### config.mk
export PLATFORM = sky130hd
export DESIGN_NAME = rpb_framer
export DESIGN_NICKNAME = d
export VERILOG_FILES = /design/src/logic/rpb_pkg.sv /design/src/logic/rpb_stream_if.sv /design/src/logic/rpb_framer.sv /design/src/logic/rpb_fifo.sv /design/src/logic/rpb_crc16.sv
export SDC_FILE = /design/constraint.sdc
export NUM_CORES = 1
export LEC_CHECK = 0
export BUFFER_PORTS_ARGS = -buffer_cell sky130_fd_sc_hd__buf_2
export CAP_MARGIN = 10
export CORE_AREA = 2 2 204 306
export DETAILED_ROUTE_END_ITERATION = 8
export DIE_AREA = 0 0 206 308
export PLACE_DENSITY = 0.77
export SLEW_MARGIN = 20
export SYNTH_ARGS = -nofsm -noshare
export SYNTH_HDL_FRONTEND = slang
export SYNTH_SLANG_ARGS = --single-unit
### constraint.sdc
create_clock -name i_core_clk -period 6.3 [get_ports i_core_clk]
set_input_delay 1.26 -clock i_core_clk [delete_from_list [all_inputs] [get_ports i_core_clk]]
set_output_delay 1.26 -clock i_core_clk [all_outputs]
set_load 0.01 [all_outputs]
### src/logic/rpb_pkg.sv
`default_nettype none
package rpb_pkg;
  // --------------------------------------------------------------
  // register map
  // --------------------------------------------------------------
  localparam logic [9:0] ADDR_BUFCFG = 10'h107;
  localparam logic [9:0] ADDR_PKTCFG = 10'h108;
  localparam logic [9:0] ADDR_RXDLY  = 10'h109;
  localparam logic [9:0] ADDR_TXDLY  = 10'h10a;
  localparam logic [9:0] ADDR_DLYEXT = 10'h10b;
  localparam logic [9:0] ADDR_STATUS = 10'h10c;
  // --------------------------------------------------------------
  // reset values
  // --------------------------------------------------------------
  localparam logic [7:0] RST_BUFCFG = 8'h00;
  localparam logic [7:0] RST_PKTCFG = 8'h04;
  localparam logic [7:0] RST_RXDLY  = 8'hc0;
  localparam logic [7:0] RST_TXDLY  = 8'hc0;
  localparam logic [7:0] RST_DLYEXT = 8'h00;
  // --------------------------------------------------------------
  // field positions
  // --------------------------------------------------------------
  localparam int BIT_MACDLY_OFF  = 7;
  localparam int TXMODE_LO       = 4;
  localparam int BIT_SEND_LISTEN = 3;
  localparam int BIT_LISTEN_SEND = 2;
  localparam int RXMODE_LO       = 0;
  localparam int BIT_ADDON       = 4;
  localparam int BIT_SKIP_SETTLE = 3;
  localparam int BIT_FCS_OFF     = 0;
  localparam int BIT_FRX         = 0;
  localparam int BIT_CRC_OK      = 1;
  // --------------------------------------------------------------
  // modes
  // --------------------------------------------------------------
  localparam logic [1:0] TXM_ONCE  = 2'h0;
  localparam logic [1:0] TXM_RAMP  = 2'h1;
  localparam logic [1:0] TXM_HOLD  = 2'h3;
  localparam logic [1:0] RXM_FIRST = 2'h0;
  localparam logic [1:0] RXM_CONT  = 2'h1;
  localparam logic [1:0] RXM_DROP  = 2'h2;
  // --------------------------------------------------------------
  // timing and sizes
  // --------------------------------------------------------------
  localparam int CLK_PERIOD_NS = 5;
  localparam int TICK_US       = 1;
  localparam int TICK_CYC      = TICK_US * 1000 / CLK_PERIOD_NS;
  localparam int EXT_STEP_US   = 4;
  localparam int SETTLE_US     = 8;
  localparam int STORE_DEPTH   = 32;
  localparam logic [15:0] CRC_POLY = 16'h8408;
  typedef enum logic [2:0] {
    ST_IDLE, ST_TX_WAIT, ST_TX_SETTLE, ST_TX_SEND,
    ST_TX_DRAIN, ST_RX_WAIT, ST_RX_LISTEN
  } rpb_state_t;
endpackage
`default_nettype wire

### src/logic/rpb_stream_if.sv
`timescale 1ns/100ps
`default_nettype none
interface rpb_stream_if #(parameter int W = 8) ();
  logic         valid;
  logic         ready;
  logic [W-1:0] data;
  modport src (output valid, output data, input ready);
  modport snk (input valid, input data, output ready);
endinterface
`default_nettype wire

### src/logic/rpb_framer.sv
`timescale 1ns/100ps
`default_nettype none
module rpb_framer (
  // clock and reset
  input  wire logic       i_core_clk,
  input  wire logic       i_rst,
  // register port
  input  wire logic       i_reg_wr,
  input  wire logic       i_reg_rd,
  input  wire logic [9:0] i_reg_addr,
  input  wire logic [7:0] i_reg_wdata,
  output var  logic [7:0] o_reg_rdata,
  // radio commands
  input  wire logic       i_transmit_command,
  input  wire logic       i_receive_command,
  input  wire logic       i_stop_command,
  // transmit frame store write
  input  wire logic       i_txs_wr,
  input  wire logic [4:0] i_txs_addr,
  input  wire logic [7:0] i_txs_wdata,
  // receive frame store read
  input  wire logic [4:0] i_rxs_addr,
  output var  logic [7:0] o_rxs_data,
  // air transmit side
  output var  logic       o_air_tx_valid,
  output var  logic [7:0] o_air_tx_data,
  input  wire logic       i_air_tx_ready,
  output var  logic       o_pa_on,
  // air receive side
  input  wire logic       i_air_rx_valid,
  input  wire logic [7:0] i_air_rx_data,
  input  wire logic [7:0] i_rssi,
  input  wire logic [7:0] i_sqi,
  output var  logic       o_sfd_search,
  // status
  output var  logic       o_radio_idle_state,
  output var  logic       o_frame_rcvd,
  output var  logic       o_addon_enable
);
  // ------------------------------------------------------------
  // configuration registers
  // ------------------------------------------------------------
  logic [7:0] bufcfg_ff;
  logic [7:0] pktcfg_ff;
  logic [7:0] rxdly_ff;
  logic [7:0] txdly_ff;
  logic [7:0] dlyext_ff;
  logic       crc_ok_ff;
  wire wr_bufcfg = i_reg_wr && (i_reg_addr == rpb_pkg::ADDR_BUFCFG);
  wire wr_pktcfg = i_reg_wr && (i_reg_addr == rpb_pkg::ADDR_PKTCFG);
  wire wr_rxdly  = i_reg_wr && (i_reg_addr == rpb_pkg::ADDR_RXDLY);
  wire wr_txdly  = i_reg_wr && (i_reg_addr == rpb_pkg::ADDR_TXDLY);
  wire wr_dlyext = i_reg_wr && (i_reg_addr == rpb_pkg::ADDR_DLYEXT);
  wire wr_status = i_reg_wr && (i_reg_addr == rpb_pkg::ADDR_STATUS);
  wire       macdly_off  = bufcfg_ff[rpb_pkg::BIT_MACDLY_OFF];
  wire [1:0] tx_mode     = bufcfg_ff[rpb_pkg::TXMODE_LO +: 2];
  wire       send_listen = bufcfg_ff[rpb_pkg::BIT_SEND_LISTEN];
  wire       listen_send = bufcfg_ff[rpb_pkg::BIT_LISTEN_SEND];
  wire [1:0] rx_mode     = bufcfg_ff[rpb_pkg::RXMODE_LO +: 2];
  wire       skip_settle = pktcfg_ff[rpb_pkg::BIT_SKIP_SETTLE];
  wire       fcs_on      = !pktcfg_ff[rpb_pkg::BIT_FCS_OFF];
  always_ff @(posedge i_core_clk or posedge i_rst)
  begin
    if (i_rst)
    begin
      bufcfg_ff <= rpb_pkg::RST_BUFCFG;
      pktcfg_ff <= rpb_pkg::RST_PKTCFG;
      rxdly_ff  <= rpb_pkg::RST_RXDLY;
      txdly_ff  <= rpb_pkg::RST_TXDLY;
      dlyext_ff <= rpb_pkg::RST_DLYEXT;
    end
    else
    begin
      if (wr_bufcfg) bufcfg_ff <= i_reg_wdata;
      if (wr_pktcfg) pktcfg_ff <= i_reg_wdata;
      if (wr_rxdly)  rxdly_ff  <= i_reg_wdata;
      if (wr_txdly)  txdly_ff  <= i_reg_wdata;
      if (wr_dlyext) dlyext_ff <= i_reg_wdata;
    end
  end
  // ------------------------------------------------------------
  // delay timer, one tick per microsecond
  // ------------------------------------------------------------
  rpb_pkg::rpb_state_t state_ff;
  rpb_pkg::rpb_state_t nxt_state;
  logic [10:0] cnt_ff;
  logic [7:0]  div_ff;
  logic        load;
  logic [10:0] load_val;
  wire  [10:0] ext_us = 11'(dlyext_ff) * 11'(rpb_pkg::EXT_STEP_US);
  wire  [10:0] tx_wait_us = macdly_off ? 11'h000 :
                            11'(txdly_ff) + ext_us;
  wire  [10:0] rx_wait_us = macdly_off ? 11'h000 :
                            11'(rxdly_ff) + ext_us;
  wire         tick = (div_ff == 8'(rpb_pkg::TICK_CYC - 1));
  wire         cnt_zero = (cnt_ff == 11'h000);
  always_ff @(posedge i_core_clk or posedge i_rst)
  begin
    if (i_rst)
    begin
      cnt_ff <= 11'h000;
      div_ff <= 8'h00;
    end
    else if (load)
    begin
      cnt_ff <= load_val;
      div_ff <= 8'h00;
    end
    else
    begin
      div_ff <= tick ? 8'h00 : div_ff + 8'h01;
      if (tick && !cnt_zero) cnt_ff <= cnt_ff - 11'h001;
    end
  end
  // ------------------------------------------------------------
  // transmit datapath
  // ------------------------------------------------------------
  logic [7:0]  txs_mem [rpb_pkg::STORE_DEPTH];
  logic [7:0]  rxs_mem [rpb_pkg::STORE_DEPTH];
  logic [4:0]  tx_idx_ff;
  logic [15:0] crc;
  rpb_stream_if #(.W(8)) tx_in ();
  rpb_stream_if #(.W(8)) tx_out ();
  wire [4:0] tx_len   = txs_mem[0][4:0];
  wire       tx_fcs_lo = fcs_on && (tx_idx_ff == tx_len - 5'h01);
  wire       tx_fcs_hi = fcs_on && (tx_idx_ff == tx_len);
  wire [7:0] tx_byte  = tx_fcs_lo ? crc[7:0] :
                        tx_fcs_hi ? crc[15:8] :
                        txs_mem[tx_idx_ff];
  wire       push      = tx_in.valid && tx_in.ready;
  wire       push_last = push && (tx_idx_ff == tx_len);
  wire       tx_crc_en = push && (tx_idx_ff != 5'h00) &&
                         !tx_fcs_lo && !tx_fcs_hi;
  wire       drained   = !tx_out.valid && !o_air_tx_valid;
  assign tx_in.valid  = (state_ff == rpb_pkg::ST_TX_SEND);
  assign tx_in.data   = tx_byte;
  assign tx_out.ready = !o_air_tx_valid || i_air_tx_ready;
  rpb_fifo #(
    .W (8),
    .D (16)
  ) u_fifo (
    .i_core_clk (i_core_clk),
    .i_rst      (i_rst),
    .s_in       (tx_in),
    .s_out      (tx_out)
  );
  always_ff @(posedge i_core_clk)
  begin
    if (i_txs_wr) txs_mem[i_txs_addr] <= i_txs_wdata;
  end
  always_ff @(posedge i_core_clk or posedge i_rst)
  begin
    if (i_rst)                               tx_idx_ff <= 5'h00;
    else if (state_ff != rpb_pkg::ST_TX_SEND) tx_idx_ff <= 5'h00;
    else if (push)                           tx_idx_ff <= tx_idx_ff + 5'h01;
  end
  always_ff @(posedge i_core_clk or posedge i_rst)
  begin
    if (i_rst)
    begin
      o_air_tx_valid <= 1'b0;
      o_air_tx_data  <= 8'h00;
    end
    else if (tx_out.ready)
    begin
      o_air_tx_valid <= tx_out.valid;
      o_air_tx_data  <= tx_out.data;
    end
  end
  // ------------------------------------------------------------
  // receive datapath
  // ------------------------------------------------------------
  logic [6:0] rx_idx_ff;
  logic [6:0] rx_len_ff;
  logic       rx_fin_ff;
  wire rx_take = (state_ff == rpb_pkg::ST_RX_LISTEN) && i_air_rx_valid &&
                 !rx_fin_ff;
  wire rx_last = rx_take && ((rx_idx_ff == 7'h00) ?
                 (i_air_rx_data[6:0] == 7'h00) : (rx_idx_ff == rx_len_ff));
  wire rx_fcs_hi = fcs_on && (rx_idx_ff != 7'h00) &&
                   (rx_idx_ff == rx_len_ff);
  wire rx_fcs_lo = fcs_on && (rx_idx_ff != 7'h00) &&
                   (rx_idx_ff == rx_len_ff - 7'h01);
  wire [6:0] rx_wr_addr = rx_fin_ff ? rx_len_ff : rx_idx_ff;
  wire [7:0] rx_wr_data = rx_fin_ff ? {crc == 16'h0000, i_sqi[6:0]} :
                          rx_fcs_lo ? i_rssi : i_air_rx_data;
  wire rx_wr_en = (rx_mode != rpb_pkg::RXM_DROP) &&
                  (rx_wr_addr < 7'(rpb_pkg::STORE_DEPTH)) &&
                  ((rx_take && !rx_fcs_hi) ||
                   (rx_fin_ff && fcs_on));
  wire crc_clear = ((state_ff != rpb_pkg::ST_TX_SEND) &&
                    (state_ff != rpb_pkg::ST_RX_LISTEN)) ||
                   (rx_take && (rx_idx_ff == 7'h00));
  wire crc_en = tx_crc_en || (rx_take && (rx_idx_ff != 7'h00));
  wire [7:0] crc_in = (state_ff == rpb_pkg::ST_TX_SEND) ? tx_byte
                                                        : i_air_rx_data;
  rpb_crc16 u_crc (
    .i_core_clk (i_core_clk),
    .i_rst      (i_rst),
    .i_clear    (crc_clear),
    .i_en       (crc_en),
    .i_data     (crc_in),
    .o_crc      (crc)
  );
  always_ff @(posedge i_core_clk)
  begin
    if (rx_wr_en) rxs_mem[rx_wr_addr[4:0]] <= rx_wr_data;
  end
  always_ff @(posedge i_core_clk or posedge i_rst)
  begin
    if (i_rst)
    begin
      rx_idx_ff <= 7'h00;
      rx_len_ff <= 7'h00;
      rx_fin_ff <= 1'b0;
      crc_ok_ff <= 1'b0;
    end
    else
    begin
      rx_fin_ff <= rx_last;
      if (rx_take && (rx_idx_ff == 7'h00)) rx_len_ff <= i_air_rx_data[6:0];
      if (rx_last || (state_ff != rpb_pkg::ST_RX_LISTEN))
        rx_idx_ff <= 7'h00;
      else if (rx_take)
        rx_idx_ff <= rx_idx_ff + 7'h01;
      if (rx_fin_ff) crc_ok_ff <= (crc == 16'h0000) || !fcs_on;
    end
  end
  // ------------------------------------------------------------
  // radio controller
  // ------------------------------------------------------------
  always_comb
  begin
    nxt_state = state_ff;
    load      = 1'b0;
    load_val  = 11'h000;
    case (state_ff)
      rpb_pkg::ST_IDLE:
        if (i_transmit_command)
        begin
          nxt_state = rpb_pkg::ST_TX_WAIT;
          load      = 1'b1;
          load_val  = tx_wait_us;
        end
        else if (i_receive_command)
        begin
          nxt_state = rpb_pkg::ST_RX_WAIT;
          load      = 1'b1;
          load_val  = rx_wait_us;
        end
      rpb_pkg::ST_TX_WAIT:
        if (cnt_zero && skip_settle)
          nxt_state = rpb_pkg::ST_TX_SEND;
        else if (cnt_zero)
        begin
          nxt_state = rpb_pkg::ST_TX_SETTLE;
          load      = 1'b1;
          load_val  = 11'(rpb_pkg::SETTLE_US);
        end
      rpb_pkg::ST_TX_SETTLE:
        if (cnt_zero) nxt_state = rpb_pkg::ST_TX_SEND;
      rpb_pkg::ST_TX_SEND:
        if (push_last) nxt_state = rpb_pkg::ST_TX_DRAIN;
      rpb_pkg::ST_TX_DRAIN:
        if (drained && send_listen)
        begin
          nxt_state = rpb_pkg::ST_RX_WAIT;
          load      = 1'b1;
          load_val  = rx_wait_us;
        end
        else if (drained && ((tx_mode == rpb_pkg::TXM_RAMP) ||
                             (tx_mode == rpb_pkg::TXM_HOLD)))
        begin
          nxt_state = rpb_pkg::ST_TX_WAIT;
          load      = 1'b1;
          load_val  = tx_wait_us;
        end
        else if (drained)
          nxt_state = rpb_pkg::ST_IDLE;
      rpb_pkg::ST_RX_WAIT:
        if (cnt_zero) nxt_state = rpb_pkg::ST_RX_LISTEN;
      rpb_pkg::ST_RX_LISTEN:
        if (rx_fin_ff && listen_send)
        begin
          nxt_state = rpb_pkg::ST_TX_WAIT;
          load      = 1'b1;
          load_val  = tx_wait_us;
        end
        else if (rx_fin_ff && (rx_mode != rpb_pkg::RXM_CONT) &&
                 (rx_mode != rpb_pkg::RXM_DROP))
          nxt_state = rpb_pkg::ST_IDLE;
      default:
        nxt_state = rpb_pkg::ST_IDLE;
    endcase
    if (i_stop_command) nxt_state = rpb_pkg::ST_IDLE;
  end
  wire tx_active = (nxt_state == rpb_pkg::ST_TX_SETTLE) ||
                   (nxt_state == rpb_pkg::ST_TX_SEND) ||
                   (nxt_state == rpb_pkg::ST_TX_DRAIN);
  wire pa_hold = (nxt_state == rpb_pkg::ST_TX_WAIT) &&
                 (((state_ff == rpb_pkg::ST_TX_DRAIN) &&
                   (tx_mode == rpb_pkg::TXM_HOLD)) ||
                  ((state_ff == rpb_pkg::ST_TX_WAIT) && o_pa_on));
  always_ff @(posedge i_core_clk or posedge i_rst)
  begin
    if (i_rst)
    begin
      state_ff           <= rpb_pkg::ST_IDLE;
      o_pa_on            <= 1'b0;
      o_sfd_search       <= 1'b0;
      o_radio_idle_state <= 1'b1;
    end
    else
    begin
      state_ff           <= nxt_state;
      o_pa_on            <= tx_active || pa_hold;
      o_sfd_search       <= (nxt_state == rpb_pkg::ST_RX_LISTEN);
      o_radio_idle_state <= (nxt_state == rpb_pkg::ST_IDLE);
    end
  end
  // ------------------------------------------------------------
  // status, flags and register read
  // ------------------------------------------------------------
  logic [7:0] rd_mux;
  wire [7:0] status = {3'(state_ff), 3'h0, crc_ok_ff, o_frame_rcvd};
  wire frx_clr = wr_status && i_reg_wdata[rpb_pkg::BIT_FRX];
  always_comb
  begin
    if (i_reg_addr == rpb_pkg::ADDR_BUFCFG)      rd_mux = bufcfg_ff;
    else if (i_reg_addr == rpb_pkg::ADDR_PKTCFG) rd_mux = pktcfg_ff;
    else if (i_reg_addr == rpb_pkg::ADDR_RXDLY)  rd_mux = rxdly_ff;
    else if (i_reg_addr == rpb_pkg::ADDR_TXDLY)  rd_mux = txdly_ff;
    else if (i_reg_addr == rpb_pkg::ADDR_DLYEXT) rd_mux = dlyext_ff;
    else if (i_reg_addr == rpb_pkg::ADDR_STATUS) rd_mux = status;
    else                                         rd_mux = 8'h00;
  end
  always_ff @(posedge i_core_clk or posedge i_rst)
  begin
    if (i_rst)
    begin
      o_reg_rdata    <= 8'h00;
      o_rxs_data     <= 8'h00;
      o_frame_rcvd   <= 1'b0;
      o_addon_enable <= 1'b0;
    end
    else
    begin
      if (i_reg_rd) o_reg_rdata <= rd_mux;
      o_rxs_data     <= rxs_mem[i_rxs_addr];
      o_frame_rcvd   <= rx_fin_ff || (o_frame_rcvd && !frx_clr);
      o_addon_enable <= pktcfg_ff[rpb_pkg::BIT_ADDON];
    end
  end

  wire drain_done = (state_ff == rpb_pkg::ST_TX_DRAIN) && drained &&
                    !i_stop_command;
endmodule
`default_nettype wire

### src/logic/rpb_fifo.sv
`timescale 1ns/100ps
`default_nettype none
module rpb_fifo #(
  parameter int W = 8,
  parameter int D = 16
) (
  // clock and reset
  input  wire logic   i_core_clk,
  input  wire logic   i_rst,
  // streams
  rpb_stream_if.snk   s_in,
  rpb_stream_if.src   s_out
);
  localparam int AW = $clog2(D);
  logic [W-1:0] mem [D];
  logic [AW:0]  wp_ff;
  logic [AW:0]  rp_ff;
  wire          full;
  wire          empty;
  wire          push;
  wire          pop;
  assign full  = (wp_ff[AW] != rp_ff[AW]) &&
                 (wp_ff[AW-1:0] == rp_ff[AW-1:0]);
  assign empty = (wp_ff == rp_ff);
  assign push  = s_in.valid && !full;
  assign pop   = s_out.ready && !empty;
  assign s_in.ready  = !full;
  assign s_out.valid = !empty;
  assign s_out.data  = mem[rp_ff[AW-1:0]];
  always_ff @(posedge i_core_clk or posedge i_rst)
  begin
    if (i_rst)
    begin
      wp_ff <= '0;
      rp_ff <= '0;
    end
    else
    begin
      if (push) wp_ff <= wp_ff + 1'b1;
      if (pop)  rp_ff <= rp_ff + 1'b1;
    end
  end
  always_ff @(posedge i_core_clk)
  begin
    if (push) mem[wp_ff[AW-1:0]] <= s_in.data;
  end
endmodule
`default_nettype wire

### src/logic/rpb_crc16.sv
`timescale 1ns/100ps
`default_nettype none
module rpb_crc16 (
  // clock and reset
  input  wire logic        i_core_clk,
  input  wire logic        i_rst,
  // byte input
  input  wire logic        i_clear,
  input  wire logic        i_en,
  input  wire logic [7:0]  i_data,
  // result
  output var  logic [15:0] o_crc
);
  logic [15:0] nxt_crc;
  always_comb
  begin
    nxt_crc = o_crc ^ {8'h00, i_data};
    for (int b = 0; b < 8; b++)
      nxt_crc = nxt_crc[0] ? ((nxt_crc >> 1) ^ rpb_pkg::CRC_POLY)
                           : (nxt_crc >> 1);
  end
  always_ff @(posedge i_core_clk or posedge i_rst)
  begin
    if (i_rst)        o_crc <= 16'h0000;
    else if (i_clear) o_crc <= 16'h0000;
    else if (i_en)    o_crc <= nxt_crc;
  end
endmodule
`default_nettype wire

# == Word level (Yosys, flattened, before mapping) ==
# Memory sizes are Yosys's and may differ from the RTL's. A register that Yosys moved wholly into a read port is not among the register bits.
# Index checks and enable logic that the tools add are counted.
# word_totals
regBits,123
ram_bits,640
in_bits,70
out_inout_bits,30
elab_cells,221
n_memories,3
# op_classes
n_addsub,10
order_cmp,1
eq_ne,31
n_mux,69
bitwise,9
n_reduce_logical,75
# mem_list
memory,words,word_bits,read_ports,rd_ports_with_merged_regs,write_ports,line_no,rtl
rxs_mem,32,8,1,1,1,rpb_framer.sv:119,logic [7:0] rxs_mem [rpb_pkg::STORE_DEPTH];
txs_mem,32,8,2,0,1,rpb_framer.sv:118,logic [7:0] txs_mem [rpb_pkg::STORE_DEPTH];
u_fifo.mem,16,8,1,1,1,rpb_fifo.sv:15,logic [W-1:0] mem [D];
# op_table
op,count
$mux 16,10
$mux 8,13
$mux 11,9
$eq 10x9->1 const B,6
$pmux 11 s4,1
$logic_and 1x1->1,41
$mux 3,13
$not 2->3,8
$add 8x10->11,2
$mux 7,3
$pmux 3 s7,1
$logic_not 16->1,1
$xor 16x8->16,1
$add 5x1->5 const B,3
$eq 3x3->1 const B,5
$eq 5x5->1,3
$eq 7x7->1,2
$logic_not 7->1,2
$mux 1,14
$eq 3x2->1 const B,4
$logic_or 1x1->1,12
$logic_not 11->1,1
$sub 11x1->11 const B,1
$logic_not 1->1,10
22 further kinds,29

# == Logic depth before layout (Yosys ltp) ==
# An unclocked memory read counts as a cell.
# logic_depth
depth_word,25
ltp_mapped,13
depth_no_buf,12

# == Cells and area by module ==
# A second synthesis with hierarchy kept.
# hier_totals
hier_cells,1876
area_unflattened_um2,33294.4
# by_module_without_submodules
mod,n_inst,cells_per_inst,area_each_um2,seq_area_each_um2
rpb_framer,1,1512,26639.3,18210.0
rpb_fifo,1,285,5604.1,4093.9
rpb_crc16,1,79,1051.0,400.4

# == Least setup slack after synthesis ==
# No wires, ideal clock.
# synth_path
path_kind,register to register
start,reg rx_idx_ff[1]
end,mem rxs_mem[0][0] (data pin)
setup_time_ns,0.454
arrival_ns,3.401
required_ns,5.846
slack_ns,2.445
stages_incl_launch_ff,10
n_path_buf,1
synth_period_minus_slack_ns,3.855
cell_sequence,dfrtp_1 -> clkbuf_1 -> inv_1 -> ha_1 -> or4b_2 -> nor3_1 -> nor3_1 -> nand3_1 -> mux2i_1 -> o21ai_0
# synth_between
elab_chain_len,5
word_cells_on_any_way,6
cone_classes,1 x eq/ne; 2 x mux; 3 x reduce/logical
# synth_lines
item,line_no,rtl
"start, declared",rpb_framer.sv:173,logic [6:0] rx_idx_ff;
"start signal, assigned",rpb_framer.sv:225,rx_idx_ff <= rx_idx_ff + 7'h01;
$reduce_bool 7->1,rpb_framer.sv:182,wire rx_fcs_lo = fcs_on && (rx_idx_ff != 7'h00) &&
$logic_and 1x1->1,rpb_framer.sv:182,
$logic_and 1x1->1 (*),rpb_framer.sv:182,
$mux 8 (*),rpb_framer.sv:186,rx_fcs_lo ? i_rssi : i_air_rx_data;
$mux 8 (*),rpb_framer.sv:185,"wire [7:0] rx_wr_data = rx_fin_ff ? {crc == 16'h0000, i_sqi[6:0]} :"
net rx_wr_data[0],rpb_framer.sv:185,
"end, declared",rpb_framer.sv:119,
# The timed path passes the listed nets; every way through them passes the cells marked *.

# == Worst setup path after layout ==
# layout_path
start,reg rx_idx_ff[0]
end,mem rxs_mem[4][7] (enable)
# layout_between
elab_chain_len,9
word_cells_on_any_way,13
cone_classes,1 x order compare; 1 x eq/ne; 3 x mux; 8 x reduce/logical
# layout_lines
item
"parallel branches: the longest is 9 deep, another holds $lt 7x6->1"
# Several ways; the timed one is not identified.

==> impl_metrics.env <==
export IMPL_status="finished, final reports clean"
export IMPL_postSynthAreaPerCell_sq_um=16.9
export IMPL_grt_max_degree=75
export IMPL_worstMarginPinSlew_ns=1.23
export IMPL_hold_viol_final=0
export IMPL_fillCellCount=4223
export IMPL_worstSkewPairLatency_ns=0.62
export IMPL_place_gp_congestion=0.906
export IMPL_finalSetupViolCount=0
export IMPL_start_util_pct=54.4
export IMPL_rrSetupSlack_ns=2.28
export IMPL_cts_setup_buffers=0
export IMPL_drive_gt1_share_pct=24.6
export IMPL_yosysSeqAreaShare_pct=68.6
export IMPL_worst_ep_required_time_ns=6.54
export IMPL_hold_path_class="reg2reg"
export IMPL_most_common_layout_cells="640 x edfxtp_1, 181 x mux4_2, 154 x nor2_1"
export IMPL_fin_nets=2152
export IMPL_maxSlewHeadroom_pct=17.7
export IMPL_fmax_mhz=249
export IMPL_cts_sinks=779
export IMPL_synth_area_sq_mm=0.0331
export IMPL_synth_edf_count=640
export IMPL_final_core_util_pct=60.5
export IMPL_synth_top_cell_area_share_pct=58.1
export IMPL_fp_dieArea_sq_mm=0.0634
export IMPL_cp_arrival_ns=4.26
export IMPL_layout_commonest_cell="edfxtp_1"
export IMPL_cpPeakStageDelay_ns=0.67
export IMPL_grt_overflow=0
export IMPL_wirelength_um=74900
export IMPL_h_tree_depth=3
export IMPL_synth_area_leaders="edfxtp_1 58%, mux4_2 12%, dfrtp_1 10%, mux2_2 2.1%, nor2_1 1.7%"
export IMPL_endpoint_kind="flip-flop"
export IMPL_grt_usage_pct=24.0
export IMPL_wl_per_cell_um=25.8
export IMPL_crit_type="reg2reg"
export IMPL_power_mw=11.2
export IMPL_rows=111
export IMPL_clk_pin_slew_worst_paths_ns=0.07
export IMPL_syn_inst=1953
export IMPL_grt_pass1_wl_um=113000
export IMPL_root_buffer="clkbuf_16"
export IMPL_viasPerCell=6.29
export IMPL_drtIter0Drc=1887
export IMPL_synth_nets=2050
export IMPL_fin_skew_ns=0.0306
export IMPL_core_area_sq_mm=0.0608
export IMPL_crit_chain="inv_1, ha_1, or4b_2, nor3_1, nand4b_1, o21ai_0, a221oi_1, nor2b_1, nand2_1, nor2_1"
export IMPL_synth_distinct_cells=84
export IMPL_grt_pass1_vias=18779
export IMPL_ant_nets=0
export IMPL_hold_slack_ns=0.452
export IMPL_ir_worst_vdd_uv=230
export IMPL_period_share_pct=63.8
export IMPL_synthToLayoutAreaGrowth_pct=11.1
export IMPL_pin_count=100
export IMPL_ys_async_sr_fraction_pct=17.8
export IMPL_cp_start_kind="flip-flop"
export IMPL_cts_buffers=71
export IMPL_final_setup_tns_ns=0
export IMPL_drt_pass1_iter_count=6
export IMPL_rsz0062_at_grt="false"
export IMPL_cts_hold_buf=0
export IMPL_crit_slowest_cell="nor2_1"
export IMPL_die_h_um=308
export IMPL_slew_violations=0
export IMPL_synth_seq_cells=779
export IMPL_portBuffers=98
export IMPL_yosys_area_top_type="edfxtp_1"
export IMPL_p_leak_nw=12.7
export IMPL_antenna_found_initial=3
export IMPL_drc_errors=0
export IMPL_vias=18249
export IMPL_cts_tree="done"
export IMPL_ys_warn_count=0
export IMPL_fin_crit_ns=4.02
export IMPL_dp_hpwl_um=49100
export IMPL_drv_cap=0
export IMPL_critPathMaxFanout=8
export IMPL_power_density_mw_per_mm2=305
export IMPL_cts_path_max_buffers=3
export IMPL_cts_resized=0
export IMPL_die_w_um=206
export IMPL_synth_top_flop_cell="edfxtp_1"
path summary, 6_finish.rpt:
path                       cells past startpoint          from             end
hold reg to reg                                0  pktcfg_ff[4]  o_addon_enable
hold / removal                                 0  pktcfg_ff[4]  o_addon_enable
min in group asynchronous                      2         i_rst       div_ff[1]
setup reg to reg                              10  rx_idx_ff[0]   rxs_mem[4][7]
max in group asynchronous                      3         i_rst    tx_idx_ff[0]
setup / recovery                              10  rx_idx_ff[0]   rxs_mem[4][7]
kinds of logic (layout without fill, tap and decap cells):
| logic type | Yosys count | in the layout | share of synthesized area [%] |
|---|---|---|---|
| flip-flops | 779 | 779 | 68.6 |
| AND/OR/NAND/NOR | 425 | 425 | 6.06 |
| multiplexers | 291 | 291 | 15.9 |
| AO/OA/AOI/OAI | 226 | 226 | 4.53 |
| buffers and inverters | 126 | 281 | 1.64 |
| XOR/XNOR | 79 | 79 | 2.22 |
| adder cells (fa/ha/maj) | 27 | 27 | 1.07 |
| other | 0 | 3 | 0 |
power breakdown:
part | internal, mW | switching (mW)
Sequential | 5.68 | 0.113
Clock | 2.47 | 1.83
Combinational | 0.533 | 0.582
Total | 8.67 | 2.53
per-layer routing:
layer | vias to the layer above | GRT usage [%] | share of wire [%]
met5 | - | 0 | 0
met4 | 0 | 10.1 | 3.8
met3 | 168 | 3.29 | 6.2
met2 | 829 | 43.0 | 54
met1 | 9354 | 29.0 | 36
li1 | 7898 | - | -
cell type report:
cell class / instances / area, sq um / area share (%)
antenna: 3 / 7.51 / 0.0204
clock buffer: 97 / 2030 / 5.51
clock inverter: 29 / 294 / 0.799
inverter: 35 / 136 / 0.371
multi-input combinational: 1048 / 9940 / 27.0
sequential: 779 / 22700 / 61.8
tap: 791 / 990 / 2.69
timing repair buffer: 120 / 673 / 1.83
metrics by stage:
step	area [sq um]	worst slack (ns)	instances
2_1_floorplan	33100	1.33	1953
3_3_place_gp	34400	2.27	2772
3_5_place_dp	34400	2.16	2772
4_1_cts	36700	2.11	2898
5_1_grt	36800	1.97	2902
6_report	36800	2.28	2902
synth_stat cells, types with 4 or more instances:
cell / n
o22ai_1: 14
nand3_1: 31
nand3b_1: 9
nor2_1: 154
o21ai_0: 46
buf_6: 5
nor4_1: 9
o2111ai_1: 4
a21oi_1: 53
buf_4: 5
o21ai_1: 4
a31oi_1: 15
nand4_1: 10
a21o_1: 17
nand2_1: 106
mux2i_1: 44
dfrtp_1: 133
or3_1: 6
dfstp_2: 6
mux4_2: 181
nand2b_1: 13
clkbuf_1: 51
and2_1: 6
xor2_1: 36
edfxtp_1: 640
nor2b_1: 12
inv_1: 33
o22a_1: 4
and3_1: 6
xnor2_1: 39
buf_2: 11
mux2_2: 62
mux2_1: 4
ha_1: 25
nor3_1: 37
o211ai_1: 5
buf_1: 19
a22oi_1: 14
o21a_1: 4
flip-flops by register name, summed over array words and instances, names as in the netlist, 8 cells and up:
name / flops
u_fifo.mem: 128
rxdly_ff: 8
dlyext_ff: 8
div_ff: 8
o_air_tx_data: 8
o_rxs_data: 8
pktcfg_ff: 8
u_crc.o_crc: 16
bufcfg_ff: 8
txs_mem: 256
rxs_mem: 256
txdly_ff: 8
o_reg_rdata: 8
cnt_ff: 11
critical path: cells and delay by family, from the launching register on:
kind / cells / cell delay [ns]
flops: 1 / 0.48
fa+ha+maj: 1 / 0.15
simple gates: 6 / 2.40
compound gates: 2 / 0.49
buf+inv: 1 / 0.13
Note: power is estimated with default switching activity, not from simulation.
